===== config.mk =====
export PLATFORM = sky130hd
export DESIGN_NAME = dtc_timer_ctrl
export DESIGN_NICKNAME = d
export VERILOG_FILES = /design/src/design/dtc_pkg.sv /design/src/design/dtc_timer_ctrl.sv /design/src/design/dtc_prescaler.sv
export SDC_FILE = /design/constraint.sdc
export NUM_CORES = 1
export LEC_CHECK = 0
export ABC_AREA = 1
export BUFFER_PORTS_ARGS = -buffer_cell sky130_fd_sc_hd__buf_2
export CAP_MARGIN = 15
export CORE_AREA = 2 2 103 105
export DETAILED_ROUTE_END_ITERATION = 7
export DIE_AREA = 0 0 105 107
export GPL_TIMING_DRIVEN = 0
export PLACE_DENSITY = 0.86
export RECOVER_POWER = 25
export SLEW_MARGIN = 20
export SYNTH_ARGS = -nofsm -noshare
export SYNTH_HDL_FRONTEND = slang
export SYNTH_SLANG_ARGS = --single-unit

===== constraint.sdc =====
create_clock -name i_mclk -period 2.7 [get_ports i_mclk]
set_input_delay 0.27 -clock i_mclk [delete_from_list [all_inputs] [get_ports i_mclk]]
set_output_delay 0.27 -clock i_mclk [all_outputs]
set_load 0.01 [all_outputs]

===== src/design/dtc_pkg.sv =====
// Purpose: shared constants and carriers for the dual timer control block
// Assumes: byte-wide special-function register port, 40 MHz system clock
// Notes:   offsets and bit positions are named once here
`default_nettype none
package dtc_pkg;
	// register addresses
	localparam logic [7:0] ADDR_CTRL     = 8'h88;
	localparam logic [7:0] ADDR_MODE     = 8'h89;
	localparam logic [7:0] ADDR_T0_LOW   = 8'h8A;
	localparam logic [7:0] ADDR_T1_LOW   = 8'h8B;
	localparam logic [7:0] ADDR_T0_HIGH  = 8'h8C;
	localparam logic [7:0] ADDR_T1_HIGH  = 8'h8D;
	localparam logic [7:0] RESET_BYTE    = 8'h00;
	// control register bit positions
	localparam int CTRL_T1_OVF   = 7;
	localparam int CTRL_T1_RUN   = 6;
	localparam int CTRL_T0_OVF   = 5;
	localparam int CTRL_T0_RUN   = 4;
	localparam int CTRL_X1_PEND  = 3;
	localparam int CTRL_X1_TYPE  = 2;
	localparam int CTRL_X0_PEND  = 1;
	localparam int CTRL_X0_TYPE  = 0;
	// mode register bit positions
	localparam int MODE_T1_GATE  = 7;
	localparam int MODE_T1_CNT   = 6;
	localparam int MODE_T1_LSB   = 4;
	localparam int MODE_T0_GATE  = 3;
	localparam int MODE_T0_CNT   = 2;
	localparam int MODE_T0_LSB   = 0;
	// prescale divide counts
	localparam int DIV_SYS_12    = 12;
	localparam int DIV_SYS_4     = 4;
	localparam int DIV_SYS_48    = 48;
	localparam int DIV_EXT_8     = 8;
	localparam logic [15:0] MAX_13 = 16'h1FFF;

	typedef enum logic [1:0] {
		DTC_MODE_13    = 2'b00,
		DTC_MODE_16    = 2'b01,
		DTC_MODE_RELOAD = 2'b10,
		DTC_MODE_SPLIT = 2'b11
	} dtc_mode_e;

	// per-timer controls from the register file, plus the clock select input
	typedef struct packed {
		logic      run;
		logic      gate;
		logic      counter_sel;
		logic      sysclk_sel;
		dtc_mode_e mode;
	} dtc_tctl_s;
endpackage
`default_nettype wire


===== src/design/dtc_timer_ctrl.sv =====
// Purpose: control, mode and flag logic of two counter/timers and two
//          external interrupt inputs, behind a byte register port
// Assumes: pins synchronous-ish to i_mclk but resynchronised here anyway
// Notes:   clock control and polarity bits arrive as plain inputs
//
// Functional notes
// - overflow flags set on overflow, cleared by software or on vectoring
// - run bit one enables its timer, zero stops it
// - pending flags set on detected edge or level per type bit
// - software clears pending unless a set lands that cycle; vectoring clears only in edge mode
// - type bit zero selects level, one selects edge detection
// - per-input polarity bit decides active sense of interrupt input
// - gate set counts only with run and active interrupt input
// - gate clear counts whenever run is set
// - counter select one counts falling edges of external count pin, except timer1 while timer0 is split
// - counter select zero counts the internal clock chosen by clock select
// - timer1 mode field: 13-bit, 16-bit, 8-bit reload, inactive
// - timer0 same codes, code 11 splits into two 8-bit timers
// - mode register at address 0x89 on every page
// - control register bit-addressable and visible on every page
// - 13-bit mode uses eight high and five low bits, overflow at 0x1FFF
// - reload mode counts low byte, reloads from high byte on overflow
// - split timer0 high byte runs on timer1 run bit, sets timer1 flag
// - prescale field picks sysclk/12, /4, /48 or external clock/8
`timescale 1ns/10ps
`default_nettype none
module dtc_timer_ctrl #(
	parameter int SYNC_STAGES = 2
) (
	// clock and reset
	input  wire logic       i_mclk,
	input  wire logic       i_resetn,
	input  wire logic       i_ce,
	// register port
	input  wire logic [7:0] i_addr,
	input  wire logic       i_wr,
	input  wire logic       i_bit_wr,
	input  wire logic [2:0] i_bit_sel,
	input  wire logic [7:0] i_wdata,
	input  wire logic       i_rd,
	output logic      [7:0] o_rdata,
	// interrupt vectoring acknowledges
	input  wire logic       i_ack_timer0,
	input  wire logic       i_ack_timer1,
	input  wire logic       i_ack_ext0,
	input  wire logic       i_ack_ext1,
	// configuration held elsewhere
	input  wire logic       i_ext_irq0_polarity,
	input  wire logic       i_ext_irq1_polarity,
	input  wire logic       i_timer0_sysclk_select,
	input  wire logic       i_timer1_sysclk_select,
	input  wire logic [1:0] i_prescale_sel,
	// pins
	input  wire logic       i_ext_irq0_pin,
	input  wire logic       i_ext_irq1_pin,
	input  wire logic       i_timer0_ext_count_pin,
	input  wire logic       i_timer1_ext_count_pin,
	input  wire logic       i_ext_clk,
	// status
	output logic      [7:0] o_timer_ctrl,
	output logic            o_timer1_overflow
);
	if (SYNC_STAGES != 2) begin : g_bad_sync
		$error("only two sync stages supported");
	end

	////////////////////////////////////////////////////////////////////
	// input synchronisers and edge detect
	logic [4:0] pin_raw;
	logic [4:0] sync1_reg;
	logic [4:0] sync2_reg;
	logic [4:0] prev_reg;
	logic [4:0] fall;
	logic [4:0] rise;
	logic [2:0] prime_reg;
	assign pin_raw = {i_ext_clk, i_timer1_ext_count_pin,
		i_timer0_ext_count_pin, i_ext_irq1_pin, i_ext_irq0_pin};

	always_ff @(posedge i_mclk or negedge i_resetn) begin
		if (!i_resetn) begin
			sync1_reg <= '0;
			sync2_reg <= '0;
			prev_reg <= '0;
			prime_reg <= '0;
		end else if (i_ce) begin
			sync1_reg <= pin_raw;
			sync2_reg <= sync1_reg;
			prev_reg <= sync2_reg;
			prime_reg <= {prime_reg[1:0], 1'b1};
		end
	end
	// reset zeros in the chain would look like pin events, so wait for fill
	assign fall = prime_reg[2] ? (prev_reg & ~sync2_reg) : '0;
	assign rise = prime_reg[2] ? (~prev_reg & sync2_reg) : '0;

	// active level and activation edge of each interrupt input
	logic [1:0] irq_act;
	logic [1:0] irq_edge;
	logic [1:0] polarity;
	assign polarity = {i_ext_irq1_polarity, i_ext_irq0_polarity};
	genvar g;
	generate
		for (g = 0; g < 2; g++) begin : g_irq
			// polarity one means active high
			assign irq_act[g] = prime_reg[2]
				&& (polarity[g] ? sync2_reg[g] : ~sync2_reg[g]);
			assign irq_edge[g] = polarity[g] ? rise[g] : fall[g];
		end
	endgenerate

	////////////////////////////////////////////////////////////////////
	// prescaler
	logic pre_tick;
	dtc_prescaler #(
		.CNT_W(6)
	) u_pre (
		.i_mclk     (i_mclk),
		.i_resetn   (i_resetn),
		.i_ce       (i_ce),
		.i_sel      (i_prescale_sel),
		.i_ext_edge (rise[4]),
		.o_tick     (pre_tick)
	);

	////////////////////////////////////////////////////////////////////
	// registers
	logic [7:0] ctrl_reg, ctrl_next;
	logic [7:0] mode_reg, mode_next;
	logic [7:0] t0l_reg, t0l_next, t0h_reg, t0h_next;
	logic [7:0] t1l_reg, t1l_next, t1h_reg, t1h_next;
	logic [7:0] rdata_reg, rdata_next;
	logic       t1ovf_reg, t1ovf_next;

	dtc_pkg::dtc_tctl_s c0, c1;
	assign c0.run = ctrl_reg[dtc_pkg::CTRL_T0_RUN];
	assign c0.gate = mode_reg[dtc_pkg::MODE_T0_GATE];
	assign c0.counter_sel = mode_reg[dtc_pkg::MODE_T0_CNT];
	assign c0.sysclk_sel = i_timer0_sysclk_select;
	assign c0.mode = dtc_pkg::dtc_mode_e'(mode_reg[dtc_pkg::MODE_T0_LSB +: 2]);
	assign c1.run = ctrl_reg[dtc_pkg::CTRL_T1_RUN];
	assign c1.gate = mode_reg[dtc_pkg::MODE_T1_GATE];
	assign c1.counter_sel = mode_reg[dtc_pkg::MODE_T1_CNT];
	assign c1.sysclk_sel = i_timer1_sysclk_select;
	assign c1.mode = dtc_pkg::dtc_mode_e'(mode_reg[dtc_pkg::MODE_T1_LSB +: 2]);

	// count strobes
	logic en0, en1, tick0, tick1, tick_time0, tick_time1, split;
	assign split = (c0.mode == dtc_pkg::DTC_MODE_SPLIT);
	assign en0 = c0.run && (!c0.gate || irq_act[0]);
	assign en1 = c1.run && (!c1.gate || irq_act[1]);
	assign tick_time0 = c0.sysclk_sel ? 1'b1 : pre_tick;
	assign tick_time1 = c1.sysclk_sel ? 1'b1 : pre_tick;
	assign tick0 = en0 && (c0.counter_sel ? fall[2] : tick_time0);
	// timer1 loses its external clock while timer0 is split
	assign tick1 = en1 && ((c1.counter_sel && !split) ? fall[3]
		: tick_time1);

	// software access decode: register write, or single-bit write
	function automatic logic [7:0] apply_wr(input logic [7:0] cur);
		logic [7:0] v;
		v = cur;
		if (i_bit_wr)
			v[i_bit_sel] = i_wdata[0];
		else
			v = i_wdata;
		return v;
	endfunction

	logic wr_any;
	assign wr_any = i_wr || i_bit_wr;

	always_comb begin
		logic [15:0] cnt;
		logic        ovf0, ovf0h, ovf1;
		cnt = '0;
		ovf0 = 1'b0;
		ovf0h = 1'b0;
		ovf1 = 1'b0;
		ctrl_next = ctrl_reg;
		mode_next = mode_reg;
		t0l_next = t0l_reg;
		t0h_next = t0h_reg;
		t1l_next = t1l_reg;
		t1h_next = t1h_reg;
		rdata_next = rdata_reg;

		// software writes first; hardware updates below override
		if (wr_any) begin
			case (i_addr)
			dtc_pkg::ADDR_CTRL:    ctrl_next = apply_wr(ctrl_reg);
			dtc_pkg::ADDR_MODE:    mode_next = apply_wr(mode_reg);
			dtc_pkg::ADDR_T0_LOW:  t0l_next = apply_wr(t0l_reg);
			dtc_pkg::ADDR_T1_LOW:  t1l_next = apply_wr(t1l_reg);
			dtc_pkg::ADDR_T0_HIGH: t0h_next = apply_wr(t0h_reg);
			dtc_pkg::ADDR_T1_HIGH: t1h_next = apply_wr(t1h_reg);
			default: ;
			endcase
		end

		// timer0: both bytes in 13- and 16-bit modes, low byte in reload and split
		if (tick0) begin
			case (c0.mode)
			dtc_pkg::DTC_MODE_13: begin
				cnt = {t0h_reg, 3'b000, t0l_reg[4:0]};
				ovf0 = ({t0h_reg, t0l_reg[4:0]} == 13'(dtc_pkg::MAX_13));
				{t0h_next, t0l_next[4:0]} = 13'({t0h_reg, t0l_reg[4:0]} + 1'b1);
			end
			dtc_pkg::DTC_MODE_16: begin
				cnt = {t0h_reg, t0l_reg} + 1'b1;
				ovf0 = (cnt == 16'h0000);
				{t0h_next, t0l_next} = cnt;
			end
			dtc_pkg::DTC_MODE_RELOAD: begin
				ovf0 = (t0l_reg == 8'hFF);
				t0l_next = ovf0 ? t0h_reg : 8'(t0l_reg + 1'b1);
			end
			default: begin
				ovf0 = (t0l_reg == 8'hFF);
				t0l_next = 8'(t0l_reg + 1'b1);
			end
			endcase
		end
		// split high byte: timer function only, on timer1 run bit
		if (split && c1.run && tick_time0) begin
			ovf0h = (t0h_reg == 8'hFF);
			t0h_next = 8'(t0h_reg + 1'b1);
		end

		// timer1
		if (tick1) begin
			case (c1.mode)
			dtc_pkg::DTC_MODE_13: begin
				ovf1 = ({t1h_reg, t1l_reg[4:0]} == 13'(dtc_pkg::MAX_13));
				{t1h_next, t1l_next[4:0]} = 13'({t1h_reg, t1l_reg[4:0]} + 1'b1);
			end
			dtc_pkg::DTC_MODE_16: begin
				cnt = {t1h_reg, t1l_reg} + 1'b1;
				ovf1 = (cnt == 16'h0000);
				{t1h_next, t1l_next} = cnt;
			end
			dtc_pkg::DTC_MODE_RELOAD: begin
				ovf1 = (t1l_reg == 8'hFF);
				t1l_next = ovf1 ? t1h_reg : 8'(t1l_reg + 1'b1);
			end
			default: ;
			endcase
		end

		// flag clears by vectoring, then hardware sets so sets win
		if (i_ack_timer0)
			ctrl_next[dtc_pkg::CTRL_T0_OVF] = 1'b0;
		if (i_ack_timer1)
			ctrl_next[dtc_pkg::CTRL_T1_OVF] = 1'b0;
		if (i_ack_ext0 && ctrl_reg[dtc_pkg::CTRL_X0_TYPE])
			ctrl_next[dtc_pkg::CTRL_X0_PEND] = 1'b0;
		if (i_ack_ext1 && ctrl_reg[dtc_pkg::CTRL_X1_TYPE])
			ctrl_next[dtc_pkg::CTRL_X1_PEND] = 1'b0;
		if (ovf0)
			ctrl_next[dtc_pkg::CTRL_T0_OVF] = 1'b1;
		// while split, only the timer0 high byte may raise this flag
		if (split ? ovf0h : ovf1)
			ctrl_next[dtc_pkg::CTRL_T1_OVF] = 1'b1;
		// level mode keeps setting while the input stays active
		if (ctrl_reg[dtc_pkg::CTRL_X0_TYPE] ? irq_edge[0] : irq_act[0])
			ctrl_next[dtc_pkg::CTRL_X0_PEND] = 1'b1;
		if (ctrl_reg[dtc_pkg::CTRL_X1_TYPE] ? irq_edge[1] : irq_act[1])
			ctrl_next[dtc_pkg::CTRL_X1_PEND] = 1'b1;

		// overflow pulse kept even while split so serial rates still run
		t1ovf_next = ovf1;

		if (i_rd) begin
			case (i_addr)
			dtc_pkg::ADDR_CTRL:    rdata_next = ctrl_reg;
			dtc_pkg::ADDR_MODE:    rdata_next = mode_reg;
			dtc_pkg::ADDR_T0_LOW:  rdata_next = t0l_reg;
			dtc_pkg::ADDR_T1_LOW:  rdata_next = t1l_reg;
			dtc_pkg::ADDR_T0_HIGH: rdata_next = t0h_reg;
			dtc_pkg::ADDR_T1_HIGH: rdata_next = t1h_reg;
			default:               rdata_next = 8'h00;
			endcase
		end
	end

	always_ff @(posedge i_mclk or negedge i_resetn) begin
		if (!i_resetn) begin
			ctrl_reg <= dtc_pkg::RESET_BYTE;
			mode_reg <= dtc_pkg::RESET_BYTE;
			t0l_reg <= dtc_pkg::RESET_BYTE;
			t0h_reg <= dtc_pkg::RESET_BYTE;
			t1l_reg <= dtc_pkg::RESET_BYTE;
			t1h_reg <= dtc_pkg::RESET_BYTE;
			rdata_reg <= dtc_pkg::RESET_BYTE;
			t1ovf_reg <= 1'b0;
		end else if (i_ce) begin
			ctrl_reg <= ctrl_next;
			mode_reg <= mode_next;
			t0l_reg <= t0l_next;
			t0h_reg <= t0h_next;
			t1l_reg <= t1l_next;
			t1h_reg <= t1h_next;
			rdata_reg <= rdata_next;
			t1ovf_reg <= t1ovf_next;
		end
	end

	assign o_rdata = rdata_reg;
	assign o_timer_ctrl = ctrl_reg;
	assign o_timer1_overflow = t1ovf_reg;
endmodule
`default_nettype wire


===== src/design/dtc_prescaler.sv =====
// Purpose: timer tick prescaler with four selectable divisors
// Assumes: external clock already synchronised, a rising edge pulse given
// Notes:   one tick pulse per divided period
`timescale 1ns/10ps
`default_nettype none
module dtc_prescaler #(
	parameter int CNT_W = 6
) (
	// clock and reset
	input  wire logic       i_mclk,
	input  wire logic       i_resetn,
	input  wire logic       i_ce,
	// control
	input  wire logic [1:0] i_sel,
	input  wire logic       i_ext_edge,
	// tick
	output logic            o_tick
);
	if (CNT_W < 6) begin : g_bad_width
		$error("prescaler counter too narrow");
	end

	logic [CNT_W-1:0] cnt_reg;
	logic [CNT_W-1:0] cnt_next;
	logic             tick_reg;
	logic             tick_next;
	logic [CNT_W-1:0] last;
	logic             step;

	////////////////////////////////////////////////////////////////////
	always_comb begin
		case (i_sel)
		2'b00:   last = CNT_W'(dtc_pkg::DIV_SYS_12 - 1);
		2'b01:   last = CNT_W'(dtc_pkg::DIV_SYS_4 - 1);
		2'b10:   last = CNT_W'(dtc_pkg::DIV_SYS_48 - 1);
		default: last = CNT_W'(dtc_pkg::DIV_EXT_8 - 1);
		endcase
		// external source counts its own edges, not system cycles
		step = (i_sel == 2'b11) ? i_ext_edge : 1'b1;
		cnt_next = cnt_reg;
		tick_next = 1'b0;
		if (step) begin
			if (cnt_reg >= last) begin
				cnt_next = '0;
				tick_next = 1'b1;
			end else begin
				cnt_next = cnt_reg + 1'b1;
			end
		end
	end

	always_ff @(posedge i_mclk or negedge i_resetn) begin
		if (!i_resetn) begin
			cnt_reg <= '0;
			tick_reg <= 1'b0;
		end else if (i_ce) begin
			cnt_reg <= cnt_next;
			tick_reg <= tick_next;
		end
	end

	assign o_tick = tick_reg;
endmodule
`default_nettype wire


* After elaboration in Yosys (flattened, before gate mapping) *
Index checks and enable logic that the tools add are counted.

operators by class
  add/sub/neg operators = 8
  multipliers = 0
  divide/modulo/power cells = 0
  magnitude comparators = 3
  eq/ne operators = 19
  shift-type cells = 0
  mux-type cells = 69
  bitwise operators = 6
  reduce and logical (&&, ||, !) cells = 42

operator list
  operator                                             count
  2-to-1 mux 8 bit                                     23
  equality test 8 bit, second input constant           9
  bitwise mux 8 bit                                    6
  one-hot mux 8 bit (6 select lines)                   1
  adder 16 x 1 -> 16 bit, second input constant        2
  logical NOT 16 bit                                   2
  one-hot mux 8 bit (2 select lines)                   2
  one-hot mux 5 bit (3 select lines)                   2
  adder 13 x 1 -> 13 bit, second input constant        2
  equality test 13 bit, second input constant          2
  2-to-1 mux 1 bit                                     26
  adder 8 x 1 -> 8 bit, second input constant          3
  nonzero test 3 bit                                   8
  AND reduction 3 bit                                  7
  one-hot mux 6 bit (3 select lines)                   1
  logical AND 1 bit                                    12
  equality test 2 bit, second input constant           5
  one-hot mux 3 bit (3 select lines)                   1
  adder 6 x 1 -> 6 bit, second input constant          1
  equality test 2 x 1 -> 1 bit, second input constant  3
  greater-or-equal comparator 6 bit                    1
  logical NOT 2 bit                                    3
  2-to-1 mux 6 bit                                     1
  one-hot mux 3 bit (2 select lines)                   1
  16 further kinds                                     23

word-level totals
  flip-flop bits (word level) = 82
  bits in latches = 0
  bits in writable memories = 0
  bits in read-only memories = 0
  input port bits = 40
  output and inout bits = 17
  logic and storage cells = 166
  memories kept = 0

* Longest topological paths before layout *
  depth in word-level cells = 11
  gate-level depth with buffers = 15
  mapped depth without buffers = 15

* Hierarchy *
From an unflattened synthesis, not the netlist that was laid out.

second synthesis, totals
  cell total of the unflattened synthesis = 1,009
  area, all modules = 6,610.1 um^2

by module, submodules not included
  module          times used  cells each  area an instance (um^2)  seq. area each (um^2)
  dtc_timer_ctrl  1           946         6,125.9                  1,876.8
  dtc_prescaler   1           63          484.2                    175.2

* Worst setup path after synthesis *
Ideal clock, no wire load.

  kind = reg-to-reg
  from = register t1l_reg[0]
  to = register t1l_reg[1]
  library setup time = 0.133 ns
  data arrival time = 1.588 ns
  data required time = 2.567 ns
  path slack = 0.978 ns
  cell stages (with the launch flop) = 11
  buffers on the path = 0
  period minus slack after synthesis = 1.722 ns
  cells stage by stage = dfrtp_1 -> ha_1 -> nand2_1 -> nor2_1 -> nand2_1 -> a21oi_1 -> inv_1 -> o21ai_0 -> a31oi_1 -> o21ai_0 -> o21ai_0

on the way
  longest elaborated chain between the ends = 4
  elaborated cells between the ends (all ways) = 7
  classes of those cells = add/sub (3); eq/ne (1); mux (3)

ends and longest elaborated chain
  what                                                         RTL line                                      text
  from (decl)                                                  dtc_timer_ctrl.sv:130                         logic [7:0] t1l_reg, t1l_next, t1h_reg, t1h_next;
  from (signal assigned)                                       dtc_timer_ctrl.sv:291                         t1l_reg <= dtc_pkg::RESET_BYTE;
  from (signal assigned)                                       dtc_timer_ctrl.sv:300                         t1l_reg <= t1l_next;
  adder 8 x 1 -> 8 bit or equality test 8 bit (tied branches)  dtc_timer_ctrl.sv:243, dtc_timer_ctrl.sv:242
  2-to-1 mux 8 bit                                             dtc_timer_ctrl.sv:243                         t1l_next = ovf1 ? t1h_reg : 8'(t1l_reg + 1'b1);
  one-hot mux 5 bit (3 select lines) (*)                       dtc_timer_ctrl.sv:231                         case (c1.mode)
  2-to-1 mux 8 bit (*)                                         dtc_timer_ctrl.sv:230                         if (tick1) begin

Mark *: on every way between the ends. The rest lies on a longest branch, timed or not.
A chain may end at the register's enable or synchronous reset.

* Final worst setup path *
  from = register mode_reg[5]
  to = register ctrl_reg[7], in the netlist o_timer_ctrl[7]

on the way
  longest elaborated chain between the ends = 6
  elaborated cells between the ends (all ways) = 10
  classes of those cells = eq/ne (2); mux (4); reduce/logical (4)

ends and longest elaborated chain
  what                                         RTL line               text
  from (decl)                                  dtc_timer_ctrl.sv:128  logic [7:0] mode_reg, mode_next;
  from (signal assigned)                       dtc_timer_ctrl.sv:288  mode_reg <= dtc_pkg::RESET_BYTE;
  from (signal assigned)                       dtc_timer_ctrl.sv:297  mode_reg <= mode_next;
  equality test 2 bit (tied with other cells)  dtc_timer_ctrl.sv:231
  one-hot mux 1 bit (3 select lines) (*)       dtc_timer_ctrl.sv:231
  2-to-1 mux 1 bit (*)                         dtc_timer_ctrl.sv:230
  2-to-1 mux 1 bit (*)                         dtc_timer_ctrl.sv:261  if (split ? ovf0h : ovf1)
  nonzero test 3 bit (no line)                 n/a
  AND reduction 3 bit (no line)                n/a
  to (signal assigned)                         dtc_timer_ctrl.sv:287  ctrl_reg <= dtc_pkg::RESET_BYTE;
  to (signal assigned)                         dtc_timer_ctrl.sv:296  ctrl_reg <= ctrl_next;
  to (decl)                                    dtc_timer_ctrl.sv:127  logic [7:0] ctrl_reg, ctrl_next;

Marks and branches as above.

==> reports/qor.yml <==
status: "finished, violations left"
violations: "max-capacitance violations, max-slew violations"
antenna_cells: 0
grt_max_degree: 60
drt-initial-drc-count: 1023
worstHoldPathCells: 3
relSlewSlack: -0.0808
coreArea_um2: 10100
worstRegToRegCells: 15
synth_top_area_cell: "dfrtp_1"
seqPwrFrac: 0.359
skew_ns: 0.0179
p_leak_nw: 3.54
grt_pass1_wl_mm: 35.8
drc: 0
ir_worst_vdd_v: 0.000600
yosysTopAreaCellShare: 0.312
critPathRequiredTime_ns: 3.02
clk_pin_slew_ns: 0.11
cp-start-kind: "register"
report.final.slew_viol_count: 24
clkLatencyLatePin_ns: 0.39
root_buffer: "clkbuf_8"
layout.cells.most_common_list: "nand2_1 (268), inv_1 (121), o21ai_0 (109)"
wl_per_cell_um: 18.8
place_hpwl_mm: 17.5
switchingPower_w: 0.00261
hold_viol: 0
overflow: 0
tns_ns: 0
stdcell_count: 1225
internal_power_w: 0.00263
die_area_um2: 11200
cts_tree: "built"
syn_avg_cell_area_um2: 6.46
yosys_warnings: 0
dr_wl_met2_mm: 9.62
rsz0062_at_grt: "false"
initial_core_util: 0.651
antenna_found_initial: 0
die-width_um: 105
synth_edf_count: 0
worstSetupPathType: "reg2reg"
final_nets: 1137
wl_met1_mm: 9.21
reg2reg_slack_ns: 0.45
cellPowerDensity_nw_per_um2: 725
final_common_cell: "nand2_1"
fp.dieH_um: 107
synth_area_leaders: "dfrtp_1 (31%), nand2_1 (15%), o21ai_0 (8.3%), inv_1 (6.9%), nor2_1 (6.1%)"
endpoint: "o_timer_ctrl[7]"
syn_area_um2: 6570
dr.max_layer_used: "met4"
fmaxAchievable_mhz: 444
r2r-end: "o_timer_ctrl[7]"
finalSetupViolCount: 0
max-cap-violations: 1
cts_max_path_buffers: 2
cts_buffers: 9
synthArstFlopShare: 1.00
end_kind: "register"
postCtsSetupRepairBufs: 0
place_congestion: 1.05
firstDrtPassIters: 6
syn2layout_area_growth_pct: 10.2
num_vias: 7573
grt_usage: 0.416
hp-start: "i_ext_irq1_pin"
portBuffers: 55
switching_share: 0.498
comb_power_share: 0.460
grt_pass1_vias: 6855
met3WireLength_mm: 3.20
synth_flop_cell: "dfrtp_1"
tightest_slew_ns: 1.62
syn-num-nets: 1069
p_clk_frac: 0.181
vias_per_cell: 6.18
cp-startpoint: "mode_reg[5]"
timing.rr.start: "mode_reg[5]"
cts_htree_levels: 3
drive_above_1_share: 0.118
ios: 57
yosysSeqAreaShare: 0.312
hp-class: "in2reg"
placedCellCount: 1208
cts.sinks: 82
rows: 37
crit_path_max_fanout: 9
crit_arrival_ns: 2.58
synth_cells: 1016
min_period_over_period: 0.834
finalCriticalPeriod_ns: 2.25
synth_seq_cells: 82
drt_wl_total_mm: 23.0
ys_types: 48
postRouteAntennaNets: 0
layer usage:
metal | up-vias | track usage
li1 | 3525 | -
met1 | 3399 | 0.563
met2 | 554 | 0.624
met3 | 95 | 0.114
met4 | 0 | 0.183
met5 | - | 0
cells in the mapped netlist (2+ instances only):
cell       instances
inv_2              8
nand4_1            9
nand3b_1           2
xor2_1            14
nand3_1           60
and2_1             2
o21ai_1           10
o211ai_1           9
o2111ai_1          5
dfrtp_1           82
nor2_1           107
o21ai_0          109
nor3b_1            2
a31oi_1           10
buf_2             11
buf_4              2
ha_1              13
inv_1            121
a32oi_1            2
clkbuf_8           2
clkbuf_1           9
o22ai_1           21
nand2_2            7
nor2_4             7
a21oi_1           67
a22oi_1            6
nor3_2             4
nor2_2             8
nor3_1            17
o221ai_1           5
nand2_1          268
worst max-delay path, stage by stage, from the launching register on:
cell and delay [ns]:
dfrtp_1 0.44, inv_1 0.13, ha_1 0.17, clkbuf_1 0.35, nand2_1 0.12, nor2_1 0.12
nand3_1 0.08, nor2_1 0.10, nand2_1 0.05, nor2_1 0.08, nand2_1 0.07, nand2_1 0.12
nand3_1 0.13, nand2_1 0.08, nand2_1 0.05, nand2_1 0.07
cell families (layout without fill, tap and decap cells):
group                    after synthesis  count (layout)  synth area share
AO/OA/AOI/OAI                        250             250             0.212
XOR/XNOR                              14              14            0.0187
adder cells (fa/ha/maj)               13              13            0.0248
buffers and inverters                156             229            0.0964
flip-flops                            82              82             0.312
AND/OR/NAND/NOR                      501             501             0.335
how the worst min path moves through the flow:
stage                         to  slack (ns)
finish              sync1_reg[1]        0.08
floorplan            mode_reg[0]       -0.03
detailed placement    t0h_reg[0]        0.21
global route        sync1_reg[1]        0.09
CTS                 sync1_reg[1]        0.08
global placement    prime_reg[0]        0.44
stage by stage:
step	instance area (µm²)	hold WS [ns]	worst slack (ns)	util	power, W
detailed placement	7040	0.213	0.578	0.698	0.00419
global placement	7010	0.438	0.569	0.695	0.00415
finish	7240	0.0816	0.447	0.717	0.00525
global route	7240	0.0936	0.295	0.717	0.00558
floorplan	6570	-0.0256	0.978	-	0.00344
CTS	7250	0.0801	0.509	0.719	0.00514
what timing repair did:
action | 4_1_cts | 5_1_grt
hold endpoints to repair | 23 | 0
hold buffers | 1 | 0
resized for setup | 0 | 0
power groups by stage:
stage	sequential, W	combinational [W]	clock (W)
floorplan	0.00178	0.00166	0
global placement	0.00188	0.00227	0
detailed placement	0.00189	0.00230	0
CTS	0.00186	0.00233	0.000951
global route	0.00192	0.00266	0.000996
finish	0.00188	0.00241	0.000952
layout make-up:
type	count	area, µm²
timing repair buffer	57	312
clock inverter	7	76.3
tap	136	170
fill	947	2850
buffer	24	121
inverter	132	502
clock buffer	9	124
multi-input combinational	778	3880
sequential	82	2050
Note: power is estimated with default switching activity, not from simulation.
